File: src/ccri_regs.svh
// Register addresses, reset values, flag positions and vector layout for the core
// registers and interrupt entry logic. Definitions only; included by bare name.
`ifndef CCRI_REGS_SVH
`define CCRI_REGS_SVH

`define CCRI_ADDR_SP      8'h81
`define CCRI_ADDR_DPL     8'h82
`define CCRI_ADDR_DPH     8'h83
`define CCRI_ADDR_PSW     8'hd0
`define CCRI_ADDR_ACC     8'he0
`define CCRI_ADDR_B       8'hf0
`define CCRI_ADDR_EN0     8'ha8
`define CCRI_ADDR_EN1     8'he6
`define CCRI_ADDR_EN2     8'he7
`define CCRI_ADDR_PRI0    8'hb8
`define CCRI_ADDR_PRI1    8'hf6
`define CCRI_ADDR_PRI2    8'hf7
`define CCRI_ADDR_PND0    8'h9c
`define CCRI_ADDR_PND1    8'h9e
`define CCRI_ADDR_PND2    8'h9f

`define CCRI_SP_RST       8'h07
`define CCRI_ZERO8        8'h00

`define CCRI_PSW_CY       7
`define CCRI_PSW_AC       6
`define CCRI_PSW_F0       5
`define CCRI_PSW_RS_HI    4
`define CCRI_PSW_RS_LO    3
`define CCRI_PSW_OV       2
`define CCRI_PSW_F1       1
`define CCRI_PSW_PAR      0
`define CCRI_EN_GLOBAL    7

`define CCRI_NSRC         22
`define CCRI_HW_CLR_MASK  22'h08000f
`define CCRI_VEC_LOW3     3'b011
`define CCRI_VEC_HIGH     8'h00

`endif

File: src/ccri_pkg.sv
// Shared types for the core register file and interrupt entry.
// Assumes ccri_regs.svh supplies the numeric layout.
package ccri_pkg;
	typedef enum logic [2:0] {
		ALU_ADD,
		ALU_SUM_WITH_CARRY_INSTR,
		ALU_DIFFERENCE_WITH_BORROW_INSTR,
		ALU_MUL,
		ALU_DIV
	} ccri_alu_op_t;

	typedef logic [4:0] ccri_src_idx_t;
endpackage : ccri_pkg

File: src/ccri_arb_if.sv
// Request and winner signals between the register core and its arbiter.
// Assumes both ends run on the same clock.
`timescale 1ns/1ns
interface ccri_arb_if #(
	parameter int NSRC = 22
);
	logic [NSRC-1:0]        req;
	logic [NSRC-1:0]        hi;
	logic                   allow_hi;
	logic                   allow_lo;
	logic                   win_valid;
	ccri_pkg::ccri_src_idx_t win_idx;
	logic                   win_hi;

	modport core (output req, hi, allow_hi, allow_lo, input win_valid, win_idx, win_hi);
	modport arb (input req, hi, allow_hi, allow_lo, output win_valid, win_idx, win_hi);
endinterface : ccri_arb_if

File: src/ccri_core.sv
// Core special registers (stack pointer, data pointer, status word, accumulator,
// second operand) and interrupt entry for 22 sources with two levels.
// Assumes the instruction sequencer pulses instr_done at each instruction end,
// performs the call itself on vec_take and pushes/pops via push_req/pop_req.
`timescale 1ns/1ns
`include "ccri_regs.svh"
module ccri_core #(
	parameter int                  NSRC       = `CCRI_NSRC,
	parameter logic [`CCRI_NSRC-1:0] HW_CLR_MASK = `CCRI_HW_CLR_MASK
) (
	input  wire logic                    core_clk,     // System clock, 20 MHz
	input  wire logic                    rst_n,        // Synchronous reset, active low
	input  wire logic [7:0]              sfr_addr,     // Register address
	input  wire logic                    sfr_wr,       // Register write strobe
	input  wire logic                    sfr_rd,       // Register read strobe
	input  wire logic [7:0]              sfr_wdata,    // Register write data
	output logic      [7:0]              sfr_rdata,    // Register read data
	input  wire logic                    push_req,     // Stack push
	input  wire logic                    pop_req,      // Stack pop
	output logic      [7:0]              stack_ptr,    // Stack top
	output logic      [15:0]             data_ptr,     // 16-bit data pointer
	input  wire logic [2:0]              reg_num,      // Working register number
	output logic      [7:0]              reg_ram_addr, // Internal RAM address of it
	input  wire logic                    alu_go,       // Arithmetic operation strobe
	input  wire ccri_pkg::ccri_alu_op_t  alu_op,       // Arithmetic operation
	input  wire logic [7:0]              alu_opnd,     // Second operand of add/subtract
	input  wire logic [NSRC-1:0]         src_event,    // Source valid conditions
	input  wire logic                    instr_done,   // Current instruction finished
	input  wire logic                    interrupt_return_instr_done,    // Finished one is a return
	output logic                         vec_take,     // Vector call now
	output logic      [15:0]             vec_addr,     // Vector address
	output logic      [NSRC-1:0]         pend_flags    // Pending flags
);
	logic [7:0]      sp_reg, sp_next, dpl_reg, dph_reg, psw_reg, psw_next;
	logic [7:0]      acc_reg, acc_next, b_reg, b_next, en0_reg;
	logic [NSRC-1:0] en_reg, pri_reg, pend_reg, pend_next;
	logic            act_hi_reg, act_lo_reg, take_reg;
	logic [15:0]     vaddr_reg;
	logic [7:0]      rdata_reg;

	ccri_arb_if #(.NSRC(NSRC)) arb_bus ();
	ccri_irq_arb #(.NSRC(NSRC)) u_arb (.a(arb_bus));

	// Write decode
	wire wr_sp   = sfr_wr && (sfr_addr == `CCRI_ADDR_SP);
	wire wr_dpl  = sfr_wr && (sfr_addr == `CCRI_ADDR_DPL);
	wire wr_dph  = sfr_wr && (sfr_addr == `CCRI_ADDR_DPH);
	wire wr_psw  = sfr_wr && (sfr_addr == `CCRI_ADDR_PSW);
	wire wr_acc  = sfr_wr && (sfr_addr == `CCRI_ADDR_ACC);
	wire wr_b    = sfr_wr && (sfr_addr == `CCRI_ADDR_B);
	wire wr_en0  = sfr_wr && (sfr_addr == `CCRI_ADDR_EN0);
	wire wr_en1  = sfr_wr && (sfr_addr == `CCRI_ADDR_EN1);
	wire wr_en2  = sfr_wr && (sfr_addr == `CCRI_ADDR_EN2);
	wire wr_pri0 = sfr_wr && (sfr_addr == `CCRI_ADDR_PRI0);
	wire wr_pri1 = sfr_wr && (sfr_addr == `CCRI_ADDR_PRI1);
	wire wr_pri2 = sfr_wr && (sfr_addr == `CCRI_ADDR_PRI2);
	wire wr_pnd0 = sfr_wr && (sfr_addr == `CCRI_ADDR_PND0);
	wire wr_pnd1 = sfr_wr && (sfr_addr == `CCRI_ADDR_PND1);
	wire wr_pnd2 = sfr_wr && (sfr_addr == `CCRI_ADDR_PND2);

	// Sources 0-6 sit in the first byte, 7-14 in the second, 15-21 in the third
	wire [NSRC-1:0] wr_vec   = {sfr_wdata[6:0], sfr_wdata, sfr_wdata[6:0]};
	wire [NSRC-1:0] sel_en   = {{7{wr_en2}}, {8{wr_en1}}, {7{wr_en0}}};
	wire [NSRC-1:0] sel_pri  = {{7{wr_pri2}}, {8{wr_pri1}}, {7{wr_pri0}}};
	wire [NSRC-1:0] sel_pnd  = {{7{wr_pnd2}}, {8{wr_pnd1}}, {7{wr_pnd0}}};
	wire            glob_en  = en0_reg[`CCRI_EN_GLOBAL];

	// Odd parity of the accumulator, never stored
	wire            parity   = ^acc_reg;
	wire [7:0]      psw_view = {psw_reg[7:1], parity};

	// Register bank mapping
	assign reg_ram_addr = {3'b000, psw_reg[`CCRI_PSW_RS_HI:`CCRI_PSW_RS_LO], reg_num};
	assign data_ptr     = {dph_reg, dpl_reg};
	assign stack_ptr    = sp_reg;
	assign pend_flags   = pend_reg;
	assign sfr_rdata    = rdata_reg;
	assign vec_take     = take_reg;
	assign vec_addr     = vaddr_reg;

	// Read mux; unmapped addresses read zero
	wire [7:0] rd_mux =
		(sfr_addr == `CCRI_ADDR_SP)   ? sp_reg :
		(sfr_addr == `CCRI_ADDR_DPL)  ? dpl_reg :
		(sfr_addr == `CCRI_ADDR_DPH)  ? dph_reg :
		(sfr_addr == `CCRI_ADDR_PSW)  ? psw_view :
		(sfr_addr == `CCRI_ADDR_ACC)  ? acc_reg :
		(sfr_addr == `CCRI_ADDR_B)    ? b_reg :
		(sfr_addr == `CCRI_ADDR_EN0)  ? {glob_en, en_reg[6:0]} :
		(sfr_addr == `CCRI_ADDR_EN1)  ? en_reg[14:7] :
		(sfr_addr == `CCRI_ADDR_EN2)  ? {1'b0, en_reg[21:15]} :
		(sfr_addr == `CCRI_ADDR_PRI0) ? {1'b0, pri_reg[6:0]} :
		(sfr_addr == `CCRI_ADDR_PRI1) ? pri_reg[14:7] :
		(sfr_addr == `CCRI_ADDR_PRI2) ? {1'b0, pri_reg[21:15]} :
		(sfr_addr == `CCRI_ADDR_PND0) ? {1'b0, pend_reg[6:0]} :
		(sfr_addr == `CCRI_ADDR_PND1) ? pend_reg[14:7] :
		(sfr_addr == `CCRI_ADDR_PND2) ? {1'b0, pend_reg[21:15]} :
		`CCRI_ZERO8;

	// Stack pointer: a push moves to the next free byte before it is written
	wire [7:0] sp_step = push_req && !pop_req ? 8'h01 : (pop_req && !push_req ? 8'hff : 8'h00);
	assign sp_next = wr_sp ? sfr_wdata : sp_reg + sp_step;

	// Arithmetic
	wire       cin      = (alu_op == ccri_pkg::ALU_SUM_WITH_CARRY_INSTR || alu_op == ccri_pkg::ALU_DIFFERENCE_WITH_BORROW_INSTR) &&
	                      psw_reg[`CCRI_PSW_CY];
	wire [8:0] add_full = {1'b0, acc_reg} + {1'b0, alu_opnd} + {8'h00, cin};
	wire [4:0] add_nib  = {1'b0, acc_reg[3:0]} + {1'b0, alu_opnd[3:0]} + {4'h0, cin};
	wire [8:0] sub_full = {1'b0, acc_reg} - {1'b0, alu_opnd} - {8'h00, cin};
	wire [4:0] sub_nib  = {1'b0, acc_reg[3:0]} - {1'b0, alu_opnd[3:0]} - {4'h0, cin};
	wire       add_ov   = (acc_reg[7] == alu_opnd[7]) && (add_full[7] != acc_reg[7]);
	wire       sub_ov   = (acc_reg[7] != alu_opnd[7]) && (sub_full[7] != acc_reg[7]);
	wire [15:0] prod    = acc_reg * b_reg;
	wire        div_z   = (b_reg == `CCRI_ZERO8);
	// Zero divisor leaves the operands untouched so software can inspect them
	wire [7:0]  quot    = div_z ? acc_reg : acc_reg / b_reg;
	wire [7:0]  rem     = div_z ? b_reg : acc_reg % b_reg;

	always_comb begin
		acc_next = acc_reg;
		b_next   = b_reg;
		psw_next = psw_reg;
		if (alu_go) begin
			case (alu_op)
				ccri_pkg::ALU_ADD, ccri_pkg::ALU_SUM_WITH_CARRY_INSTR: begin
					acc_next                = add_full[7:0];
					psw_next[`CCRI_PSW_CY]  = add_full[8];
					psw_next[`CCRI_PSW_AC]  = add_nib[4];
					psw_next[`CCRI_PSW_OV]  = add_ov;
				end
				ccri_pkg::ALU_DIFFERENCE_WITH_BORROW_INSTR: begin
					acc_next                = sub_full[7:0];
					psw_next[`CCRI_PSW_CY]  = sub_full[8];
					psw_next[`CCRI_PSW_AC]  = sub_nib[4];
					psw_next[`CCRI_PSW_OV]  = sub_ov;
				end
				ccri_pkg::ALU_MUL: begin
					acc_next                = prod[7:0];
					b_next                  = prod[15:8];
					psw_next[`CCRI_PSW_CY]  = 1'b0;
					psw_next[`CCRI_PSW_AC]  = 1'b0;
					psw_next[`CCRI_PSW_OV]  = (prod[15:8] != `CCRI_ZERO8);
				end
				ccri_pkg::ALU_DIV: begin
					acc_next                = quot;
					b_next                  = rem;
					psw_next[`CCRI_PSW_CY]  = 1'b0;
					psw_next[`CCRI_PSW_AC]  = 1'b0;
					psw_next[`CCRI_PSW_OV]  = div_z;
				end
				default: begin
					psw_next = psw_reg;
				end
			endcase
		end
		// Software write wins over an arithmetic result in the same cycle
		if (wr_acc)
			acc_next = sfr_wdata;
		if (wr_b)
			b_next = sfr_wdata;
		if (wr_psw)
			psw_next = {sfr_wdata[7:1], 1'b0};
	end

	// Interrupt requests
	wire [NSRC-1:0] pend_en = pend_reg & en_reg;
	assign arb_bus.req      = pend_en & {NSRC{glob_en}};
	assign arb_bus.hi       = pri_reg;
	assign arb_bus.allow_hi = !act_hi_reg;
	assign arb_bus.allow_lo = !act_hi_reg && !act_lo_reg;

	// Vector only at an instruction boundary that is not a return
	wire take_now = instr_done && !interrupt_return_instr_done && arb_bus.win_valid && !take_reg;
	wire [NSRC-1:0] win_oh   = {{(NSRC-1){1'b0}}, 1'b1} << arb_bus.win_idx;
	wire [NSRC-1:0] hw_clr   = take_now ? (win_oh & HW_CLR_MASK) : '0;
	wire [NSRC-1:0] sw_clr   = sel_pnd & ~wr_vec;
	wire [NSRC-1:0] pnd_set  = src_event | (sel_pnd & wr_vec);
	// A set in the same cycle as a clear is kept
	assign pend_next = (pend_reg & ~(hw_clr | sw_clr)) | pnd_set;

	always_ff @(posedge core_clk) begin
		if (!rst_n) begin
			sp_reg   <= `CCRI_SP_RST;
			dpl_reg  <= `CCRI_ZERO8;
			dph_reg  <= `CCRI_ZERO8;
			psw_reg  <= `CCRI_ZERO8;
			acc_reg  <= `CCRI_ZERO8;
			b_reg    <= `CCRI_ZERO8;
		end else begin
			sp_reg   <= sp_next;
			dpl_reg  <= wr_dpl ? sfr_wdata : dpl_reg;
			dph_reg  <= wr_dph ? sfr_wdata : dph_reg;
			psw_reg  <= psw_next;
			acc_reg  <= acc_next;
			b_reg    <= b_next;
		end
	end

	always_ff @(posedge core_clk) begin
		if (!rst_n) begin
			en0_reg  <= `CCRI_ZERO8;
			en_reg   <= '0;
			pri_reg  <= '0;
			pend_reg <= '0;
		end else begin
			en0_reg  <= wr_en0 ? sfr_wdata : en0_reg;
			en_reg   <= (en_reg & ~sel_en) | (wr_vec & sel_en);
			pri_reg  <= (pri_reg & ~sel_pri) | (wr_vec & sel_pri);
			pend_reg <= pend_next;
		end
	end

	// In-service levels: a return closes the innermost active level
	always_ff @(posedge core_clk) begin
		if (!rst_n) begin
			act_hi_reg <= 1'b0;
			act_lo_reg <= 1'b0;
			take_reg   <= 1'b0;
			vaddr_reg  <= 16'h0000;
			rdata_reg  <= `CCRI_ZERO8;
		end else begin
			take_reg <= take_now;
			if (take_now)
				vaddr_reg <= {`CCRI_VEC_HIGH, arb_bus.win_idx, `CCRI_VEC_LOW3};
			if (take_now && arb_bus.win_hi)
				act_hi_reg <= 1'b1;
			else if (instr_done && interrupt_return_instr_done && act_hi_reg)
				act_hi_reg <= 1'b0;
			if (take_now && !arb_bus.win_hi)
				act_lo_reg <= 1'b1;
			else if (instr_done && interrupt_return_instr_done && !act_hi_reg)
				act_lo_reg <= 1'b0;
			if (sfr_rd)
				rdata_reg <= rd_mux;
		end
	end
endmodule : ccri_core

File: src/ccri_irq_arb.sv
// Two-level fixed-order interrupt arbiter, purely combinational.
// Assumes req already carries pending, source enable and global enable.
`timescale 1ns/1ns
module ccri_irq_arb #(
	parameter int NSRC = 22
) (
	ccri_arb_if.arb a   // Requests in, winner out
);
	logic                    hi_found;
	logic                    lo_found;
	ccri_pkg::ccri_src_idx_t hi_idx;
	ccri_pkg::ccri_src_idx_t lo_idx;

	// Downward scan leaves the lowest-numbered source, which is first in fixed order
	always_comb begin
		hi_found = 1'b0;
		lo_found = 1'b0;
		hi_idx   = '0;
		lo_idx   = '0;
		for (int i = NSRC - 1; i >= 0; i--) begin
			if (a.req[i] && a.hi[i]) begin
				hi_found = 1'b1;
				hi_idx   = ccri_pkg::ccri_src_idx_t'(i);
			end
			if (a.req[i] && !a.hi[i]) begin
				lo_found = 1'b1;
				lo_idx   = ccri_pkg::ccri_src_idx_t'(i);
			end
		end
	end

	wire use_hi = hi_found && a.allow_hi;
	wire use_lo = lo_found && a.allow_lo;

	assign a.win_valid = use_hi || use_lo;
	assign a.win_hi    = use_hi;
	assign a.win_idx   = use_hi ? hi_idx : lo_idx;
endmodule : ccri_irq_arb

File: config.mk
export PLATFORM = sky130hd
export DESIGN_NAME = ccri_core
export DESIGN_NICKNAME = d
export VERILOG_FILES = /design/src/ccri_pkg.sv /design/src/ccri_arb_if.sv /design/src/ccri_core.sv /design/src/ccri_irq_arb.sv
export VERILOG_INCLUDE_DIRS = /design/src
export SDC_FILE = /design/constraint.sdc
export NUM_CORES = 1
export LEC_CHECK = 0
export ABC_CLOCK_PERIOD_IN_PS = 11100
export BUFFER_PORTS_ARGS = -buffer_cell sky130_fd_sc_hd__buf_2
export CAP_MARGIN = 20
export CORE_ASPECT_RATIO = 1.4
export CORE_MARGIN = 2
export CORE_UTILIZATION = 55
export CTS_CLUSTER_DIAMETER = 200
export DETAILED_ROUTE_END_ITERATION = 12
export PLACE_DENSITY = 0.79
export RECOVER_POWER = 100
export SYNTH_ARGS = -nofsm -noshare
export SYNTH_HDL_FRONTEND = slang
export SYNTH_SLANG_ARGS = --single-unit
File: constraint.sdc
create_clock -name core_clk -period 11.1 [get_ports core_clk]
set_input_delay 0.555 -clock core_clk [delete_from_list [all_inputs] [get_ports core_clk]]
set_output_delay 0.555 -clock core_clk [all_outputs]
set_load 0.02 [all_outputs]
==> summary.txt, run 1 <==
======================================================================================================
Run status                                                                                complete, but fails checks
Violations in the final reports                                                           capacitance limit, slew limit
CTS Hold Buffers Added                                                                               0
Worst path buffer plus inverter count                                                                3
Wire length reported by the detailed router                                                    45.0 mm
Netlist area before placement                                                              12400 sq um
Fraction of met1 tracks used by global routing                                                   42.6%
Final net count                                                                                   1971
Setup Slack @ Placement                                                                      -0.332 ns
Initial standard-cell utilization of the core                                                    55.6%
Count of warnings emitted by yosys                                                                   0
Distinct cell type count of the synthesized netlist                                                 80
Crit path launch type                                                                        flip-flop
RD Place Congestion                                                                               1.03
Post-synthesis average cell area                                                            7.51 sq um
Share of synthesized area occupied by flip-flops and latches                                     21.1%
Maximum number of pins on one net before global-route repair                                        64
Die boundary width                                                                         131 microns
Global-route wire length before repair                                                         69.2 mm
Worst rel slew slack                                                                            -24.5%
Die Y                                                                                      182 microns
Number of antenna violations at the first check in global routing                                    0
Aggregate global-route resource usage                                                            37.5%
Number of non-filler instances in the completed layout                                            2072
Setup repair after global routing missed its margin                                               true
H-tree depth                                                                                         4
Number of pins with negative max-slew slack in the final report                                     50
Number of enable flip-flop cells after synthesis                                                     0
Number of rows created at floorplan                                                                 65
Number of top-level pins                                                                           140
Top cell family by delay on the critical path                                             compound AO/OA/AOI/OAI gates
Die outline area                                                                           23800 sq um
Final number of hold-violating endpoints                                                             0
Max-cap violation count                                                                              1
Worst-path fanout max                                                                                7
Synth Register Bits                                                                                131
CP max-delay cell                                                                                 fa_1
Most Frequent Cell on Critical Path                                                            a21oi_2
Number of antenna diodes                                                                             0
Final-report setup violation count                                                                   0
Met2 track demand over resource in global routing                                                61.9%
Worst clock skew on the final layout                                                         0.0187 ns
Via density                                                                                       6.51
Layout cells sized above 1                                                                       10.8%
Vias in the first global route                                                                   13.0k
Global routing usage on met3                                                                     6.84%
Fraction of the cycle the final worst path needs                                                 98.5%
Clk root buf                                                                                 clkbuf_16
Clock network latency to the later pin of the worst-skew pair                                  0.44 ns
Peak clock frequency supported by timing                                                      91.5 MHz
Detailed-route wire length per cell                                                       21.7 microns
Element type at the critical path end                                                        flip-flop
Total clock buffers created by CTS                                                                  17
Signal arrival time at the worst endpoint                                                     11.26 ns
Min cycle time layout                                                                         10.93 ns
Number of fill cells in the layout                                                                2059
Core Region                                                                                22400 sq um
Number of design rule violations left after detail routing                                           0
Path category of the worst min-delay check                                                      in2reg
Via count                                                                                        13.5k
GRT busiest layer                                                                                 met2
Initial detailed-routing violation count                                                          1528
Area delta synth->final                                                                          13.3%
Count of nets left with antenna violations after detail routing                                      0
Total gr overflow                                                                                    0
Clock transition at the register clock pins on the worst setup and hold paths after CTS        0.06 ns
Detailed Routing Iterations Pass 1                                                                   6
Delay contributed by the slowest stage of the critical path                                    0.44 ns
Maximum buffer depth of the clock tree                                                               2
Syn Inst Count                                                                                    1656
CP Class                                                                                       reg2reg
Count of input and output buffers                                                                  121
Post-synth ARST share                                                                               0%
Count of clock tree sinks                                                                          131
Dpl hpwl                                                                                       33.4 mm
Worst Path Required                                                                           11.42 ns
Dpl cells                                                                                         2030
Min setup slack post-route                                                                    0.166 ns
Worst-Margin Slew                                                                              1.87 ns
Commonest register cell after synthesis                                                        dfxtp_1
CTS tree                                                                                          done
======================================================================================================
==> per-layer routing <==
metal / part of all wire [%] / up-vias
li1: - / 6108
met1: 35 / 6307
met2: 47 / 816
met3: 8.4 / 258
met4: 8.9 / 0
met5: 0 / -
==> cells in the final DEF, fill, tap and decap left out, types with 19 or more instances in the layout <==
cell type,netlist,layout
a211oi_1,21,19
dfxtp_1,131,131
buf_4,18,50
nor3_1,24,21
nor2_1,119,117
buf_2,1,56
a21oi_1,159,152
nand3_1,93,92
inv_1,117,116
o211ai_1,24,24
o21ai_0,31,32
fa_1,42,42
nand4_1,27,27
clkbuf_1,80,68
a22oi_1,23,23
mux2i_1,28,26
a31oi_1,26,25
ha_1,110,108
xnor2_1,37,37
nand2_1,234,234
==> cell usage after synthesis (6+ instances only) <==
master    instances  area [sq um]
or3_1             9          56.3
o22ai_1           9          56.3
o21a_1           14           105
inv_1           117           439
a21oi_1         159           796
mux2i_1          28           280
o21bai_1          8          60.1
o31ai_1           7          52.6
nor2b_1          18           113
nand4_1          27           169
a221oi_1         11          96.3
nor2_1          119           447
ha_1            110          1380
xor2_1           18           158
o21ai_0          31           155
buf_4            18           135
dfxtp_1         131          2620
nand2_1         234           878
and4b_1          12           120
nand2b_1         14          87.6
fa_1             42           841
a21o_1           12          90.1
nand4b_1         13           114
nand3_1          93           465
o221ai_1         11          96.3
a22oi_1          23           173
and2_1           16           100
and3_1            8          50.1
a211oi_1         21           158
or2_2             6          37.5
o211ai_1         24           180
xnor2_1          37           324
a31oi_1          26           163
and4_1            8          70.1
nor3_1           24           120
o21ai_1          21           105
clkbuf_1         80           300
==> what timing repair did <==
action                                  CTS  global route
pin swaps                                 0            11
buffers inserted                          0             9
gates resized for setup                   6            34
endpoints found under the setup margin    9             9
gates cloned                              0             1
==> cell families (layout without fill, tap and decap cells) <==
logic type / after synthesis / count (layout) / share of synthesized area, %
other cells: 1 / 12 / 0.0302
flops: 131 / 131 / 21.1
xor+xnor: 56 / 56 / 4.06
buf+inv: 225 / 329 / 7.41
compound gates: 437 / 437 / 22.8
mux: 33 / 33 / 2.74
simple gates: 621 / 621 / 24.1
fa+ha+maj: 152 / 152 / 17.8
==> area by class of cell <==
type | count | area [sq um] | area share [%]
Multi-Input combinational cell | 1311 | 9140 | 64.9
Tap cell | 301 | 377 | 2.67
Timing Repair Buffer | 175 | 922 | 6.55
Clock inverter | 15 | 139 | 0.986
Clock buffer | 17 | 425 | 3.02
Inverter | 122 | 459 | 3.26
Sequential cell | 131 | 2620 | 18.6
==> per-stage QoR <==
| step | hold slack [ns] | setup TNS [ns] | area (sq um) | utilization (%) |
|---|---|---|---|---|
| finish | 0.355 | 0 | 14100 | 63.0 |
| global route | 0.369 | -2.30 | 14100 | 63.0 |
| CTS | 0.350 | 0 | 13900 | 62.3 |
| detailed placement | 0.448 | -1.93 | 13300 | 59.6 |
| global placement | 0.443 | 0 | 13300 | 59.6 |
| floorplan | 0.436 | 0 | 12500 | - |
==> tightest hold or removal path, delay by kind of cell <==
kind	cells	cell delay [ns]
AO/OA/AOI/OAI	1	0.05
buffers and inverters	2	0.13
==> path summary, 6_finish.rpt <==
path	start	to	slack, ns	depth (start not counted)
hold / removal	src_event[13]	pend_flags[13]	0.36	3
setup / recovery	b_reg[6]	b_reg[7]	0.17	50
hold reg to reg	en0_reg[7]	en0_reg[7]	0.46	2
setup reg to reg	b_reg[6]	b_reg[7]	0.17	50
Power of run 1 is not shown: default switching activity piles up to over one toggle a cycle in this logic, so the estimate is an artifact.
==> inputs of run 2 (changes only) <==
- ABC_CLOCK_PERIOD_IN_PS: 11100 -> 12600
- CORE_UTILIZATION: 55 -> 65
- PLACE_DENSITY: 0.79 -> 0.87
- clock period: 11.1 -> 12.6 ns (I/O delays scaled with it)
==> summary.txt, run 2 (same netlist as run 1, synthesis figures left out) <==
======================================================================================================
Detailed Routing Iterations Pass 1                                                                   6   unchanged
Met2 track demand over resource in global routing                                                74.6%   +13 points
Worst-case hold path end point                                                            pend_flags[11]
Setup bufs post-CTS                                                                                  0   unchanged
Number of pins with negative max-slew slack in the final report                                     79   +58%
Register-to-register setup slack                                                               0.77 ns   +0.60 ns
Aggregate global-route resource usage                                                            43.5%   +6.0 points
Setup repair after global routing missed its margin                                              false
Layout cells sized above 1                                                                       7.58%   -3.3 points
Clock network latency to the later pin of the worst-skew pair                                  0.43 ns   about the same
GRT busiest layer                                                                                 met2
Number of antenna diodes                                                                             0   unchanged
Top cell family by delay on the critical path                                             compound AO/OA/AOI/OAI gates
Final number of hold-violating endpoints                                                             0   unchanged
Final net count                                                                                   1942   -1.5%
CTS tree                                                                                          done
Min cycle time layout                                                                         11.83 ns   +0.901 ns
Fraction of met1 tracks used by global routing                                                   47.2%   +4.6 points
Setup TNS                                                                                         0 ns   unchanged
Worst-path fanout max                                                                               11   +4
CP Class                                                                                       reg2reg
Vias in the first global route                                                                   12.9k   -0.98%
Initial detailed-routing violation count                                                          1554   +1.7%
Global routing usage on met3                                                                     7.39%   +0.56 points
Die Y                                                                                      168 microns   -7.8%
Path category of the worst min-delay check                                                      in2reg
Number of gates given a new drive strength after cts                                                 0   -6
CTS Hold Buffers Added                                                                               0   unchanged
Initial standard-cell utilization of the core                                                    66.6%   +11 points
H-tree depth                                                                                         4   unchanged
Worst clock skew on the final layout                                                         0.0124 ns   -0.00630 ns
Most used cells in the layout excluding fill and tap cells                                234 x nand2_1, 159 x a21oi_1, 131 x dfxtp_1
Detailed-route wire length per cell                                                       22.6 microns   +4.1%
Die boundary width                                                                         121 microns   -7.8%
Number of top-level pins                                                                           140   unchanged
Delay contributed by the slowest stage of the critical path                                    0.46 ns   +0.02 ns
Worst hold stages                                                                                    3   unchanged
Max-cap violation count                                                                              3   +2
Worst rel slew slack                                                                            -24.9%   -0.41 points
RD Place Congestion                                                                              0.996   -3.4%
Setup Slack @ Placement                                                                       0.246 ns   +0.577 ns
Fraction of the cycle the final worst path needs                                                 93.9%   -4.6 points
Core Region                                                                                18700 sq um   -16%
Worst Path Required                                                                           12.96 ns   +1.54 ns
Area delta synth->final                                                                          9.56%
Number of fill cells in the layout                                                                1592   -23%
Via count                                                                                        13.2k   -1.9%
Via density                                                                                       6.66   +2.3%
Number of design rule violations left after detail routing                                           0   unchanged
Final-report setup violation count                                                                   0   unchanged
CP max-delay cell                                                                              dfxtp_1
Count of clock tree sinks                                                                          131   unchanged
Clk root buf                                                                                 clkbuf_16
Worst flop-to-flop path endpoint                                                              b_reg[7]
Total clock buffers created by CTS                                                                  17   unchanged
Peak clock frequency supported by timing                                                      84.5 MHz   -7.6%
Die outline area                                                                           20300 sq um   -15%
Dpl hpwl                                                                                       33.8 mm   +1.2%
Crit path launch type                                                                        flip-flop
Number of antenna violations at the first check in global routing                                    0   unchanged
Number of rows created at floorplan                                                                 59   -9.2%
Global-route wire length before repair                                                         68.6 mm   -0.80%
Most common cell after layout, fill and taps aside                                             nand2_1
Hold path start                                                                           src_event[11]
Maximum number of pins on one net before global-route repair                                        87   +36%
Count of input and output buffers                                                                  121   unchanged
Wire length reported by the detailed router                                                    44.9 mm   -0.22%
Signal arrival time at the worst endpoint                                                     12.20 ns   +0.94 ns
Worst path buffer plus inverter count                                                                2   -1
Cell count of the worst reg-to-reg path                                                             49   -2.0%
Reg2Reg Launch Point                                                                          b_reg[5]
Maximum buffer depth of the clock tree                                                               2   unchanged
Clock transition at the register clock pins on the worst setup and hold paths after CTS        0.07 ns   about the same
Element type at the critical path end                                                        flip-flop
Most Frequent Cell on Critical Path                                                               ha_1
Worst-Margin Slew                                                                              1.87 ns   +0.00615 ns
Count of nets left with antenna violations after detail routing                                      0   unchanged
Violations in the final reports                                                           capacitance limit, slew limit
Run status                                                                                complete, but fails checks
Min setup slack post-route                                                                    0.765 ns   +0.599 ns
Total gr overflow                                                                                    0   unchanged
======================================================================================================
-- run 2: cell types whose count changed in the layout (fill, tap and decap cells not counted), moves of 3 or more --
cell and change:
a21oi_2 -7, a21oi_1 +7, buf_4 -27, nor3_1 +3, nor3_2 -3, and2_1 +3
-- run 2: worst max path at each step --
stage          cells after the start  slack (ns)        to     start
6_report                          49        0.77  b_reg[7]  b_reg[5]
3_3_place_gp                      46        0.58  b_reg[1]  b_reg[5]
4_1_cts                           46        0.19  b_reg[1]  b_reg[5]
3_5_place_dp                      47        0.25  b_reg[1]  b_reg[5]
2_1_floorplan                     51        1.20  b_reg[7]  b_reg[0]
5_1_grt                           50        0.01  b_reg[7]  b_reg[5]
-- run 2: worst reg2reg max path, delay by kind of cell (launching register included) --
family	cells	cell delay (ns)
multiplexers	3	1.02
adder cells (fa/ha/maj)	7	2.11
AND/OR/NAND/NOR	13	2.02
buffers and inverters	2	0.27
XOR/XNOR	2	0.27
flip-flops	1	0.46
AO/OA/AOI/OAI	22	5.62
-- run 2: stage by stage --
stage                     util (%)  instances  hold WS [ns]  cell area [sq um]
final                         72.9       1986         0.426              13600
after global routing          72.9       1986         0.452              13600
after CTS                     73.4       1985         0.431              13700
after detailed placement      70.2       1953         0.450              13100
after global placement        70.2       1953         0.442              13100
after floorplan                  -       1667         0.436              12500
-- run 2: cell type report --
class                           instances  area [sq um]  share of cell area (%)
Multi-Input combinational cell       1311          8940                    65.6
Sequential cell                       131          2620                    19.3
Timing Repair Buffer                  146           702                    5.15
Inverter                              122           459                    3.37
Clock buffer                           17           425                    3.12
Tap cell                              244           305                    2.24
Clock inverter                         15           169                    1.24
-- run 2: per-layer routing --
metal | vias up | routed length, microns
met5 | - | 0
met4 | 0 | 3960
met3 | 256 | 3940
met2 | 827 | 21800
met1 | 6100 | 15200
li1 | 6045 | -
Power of run 2 is left out for the same reason.
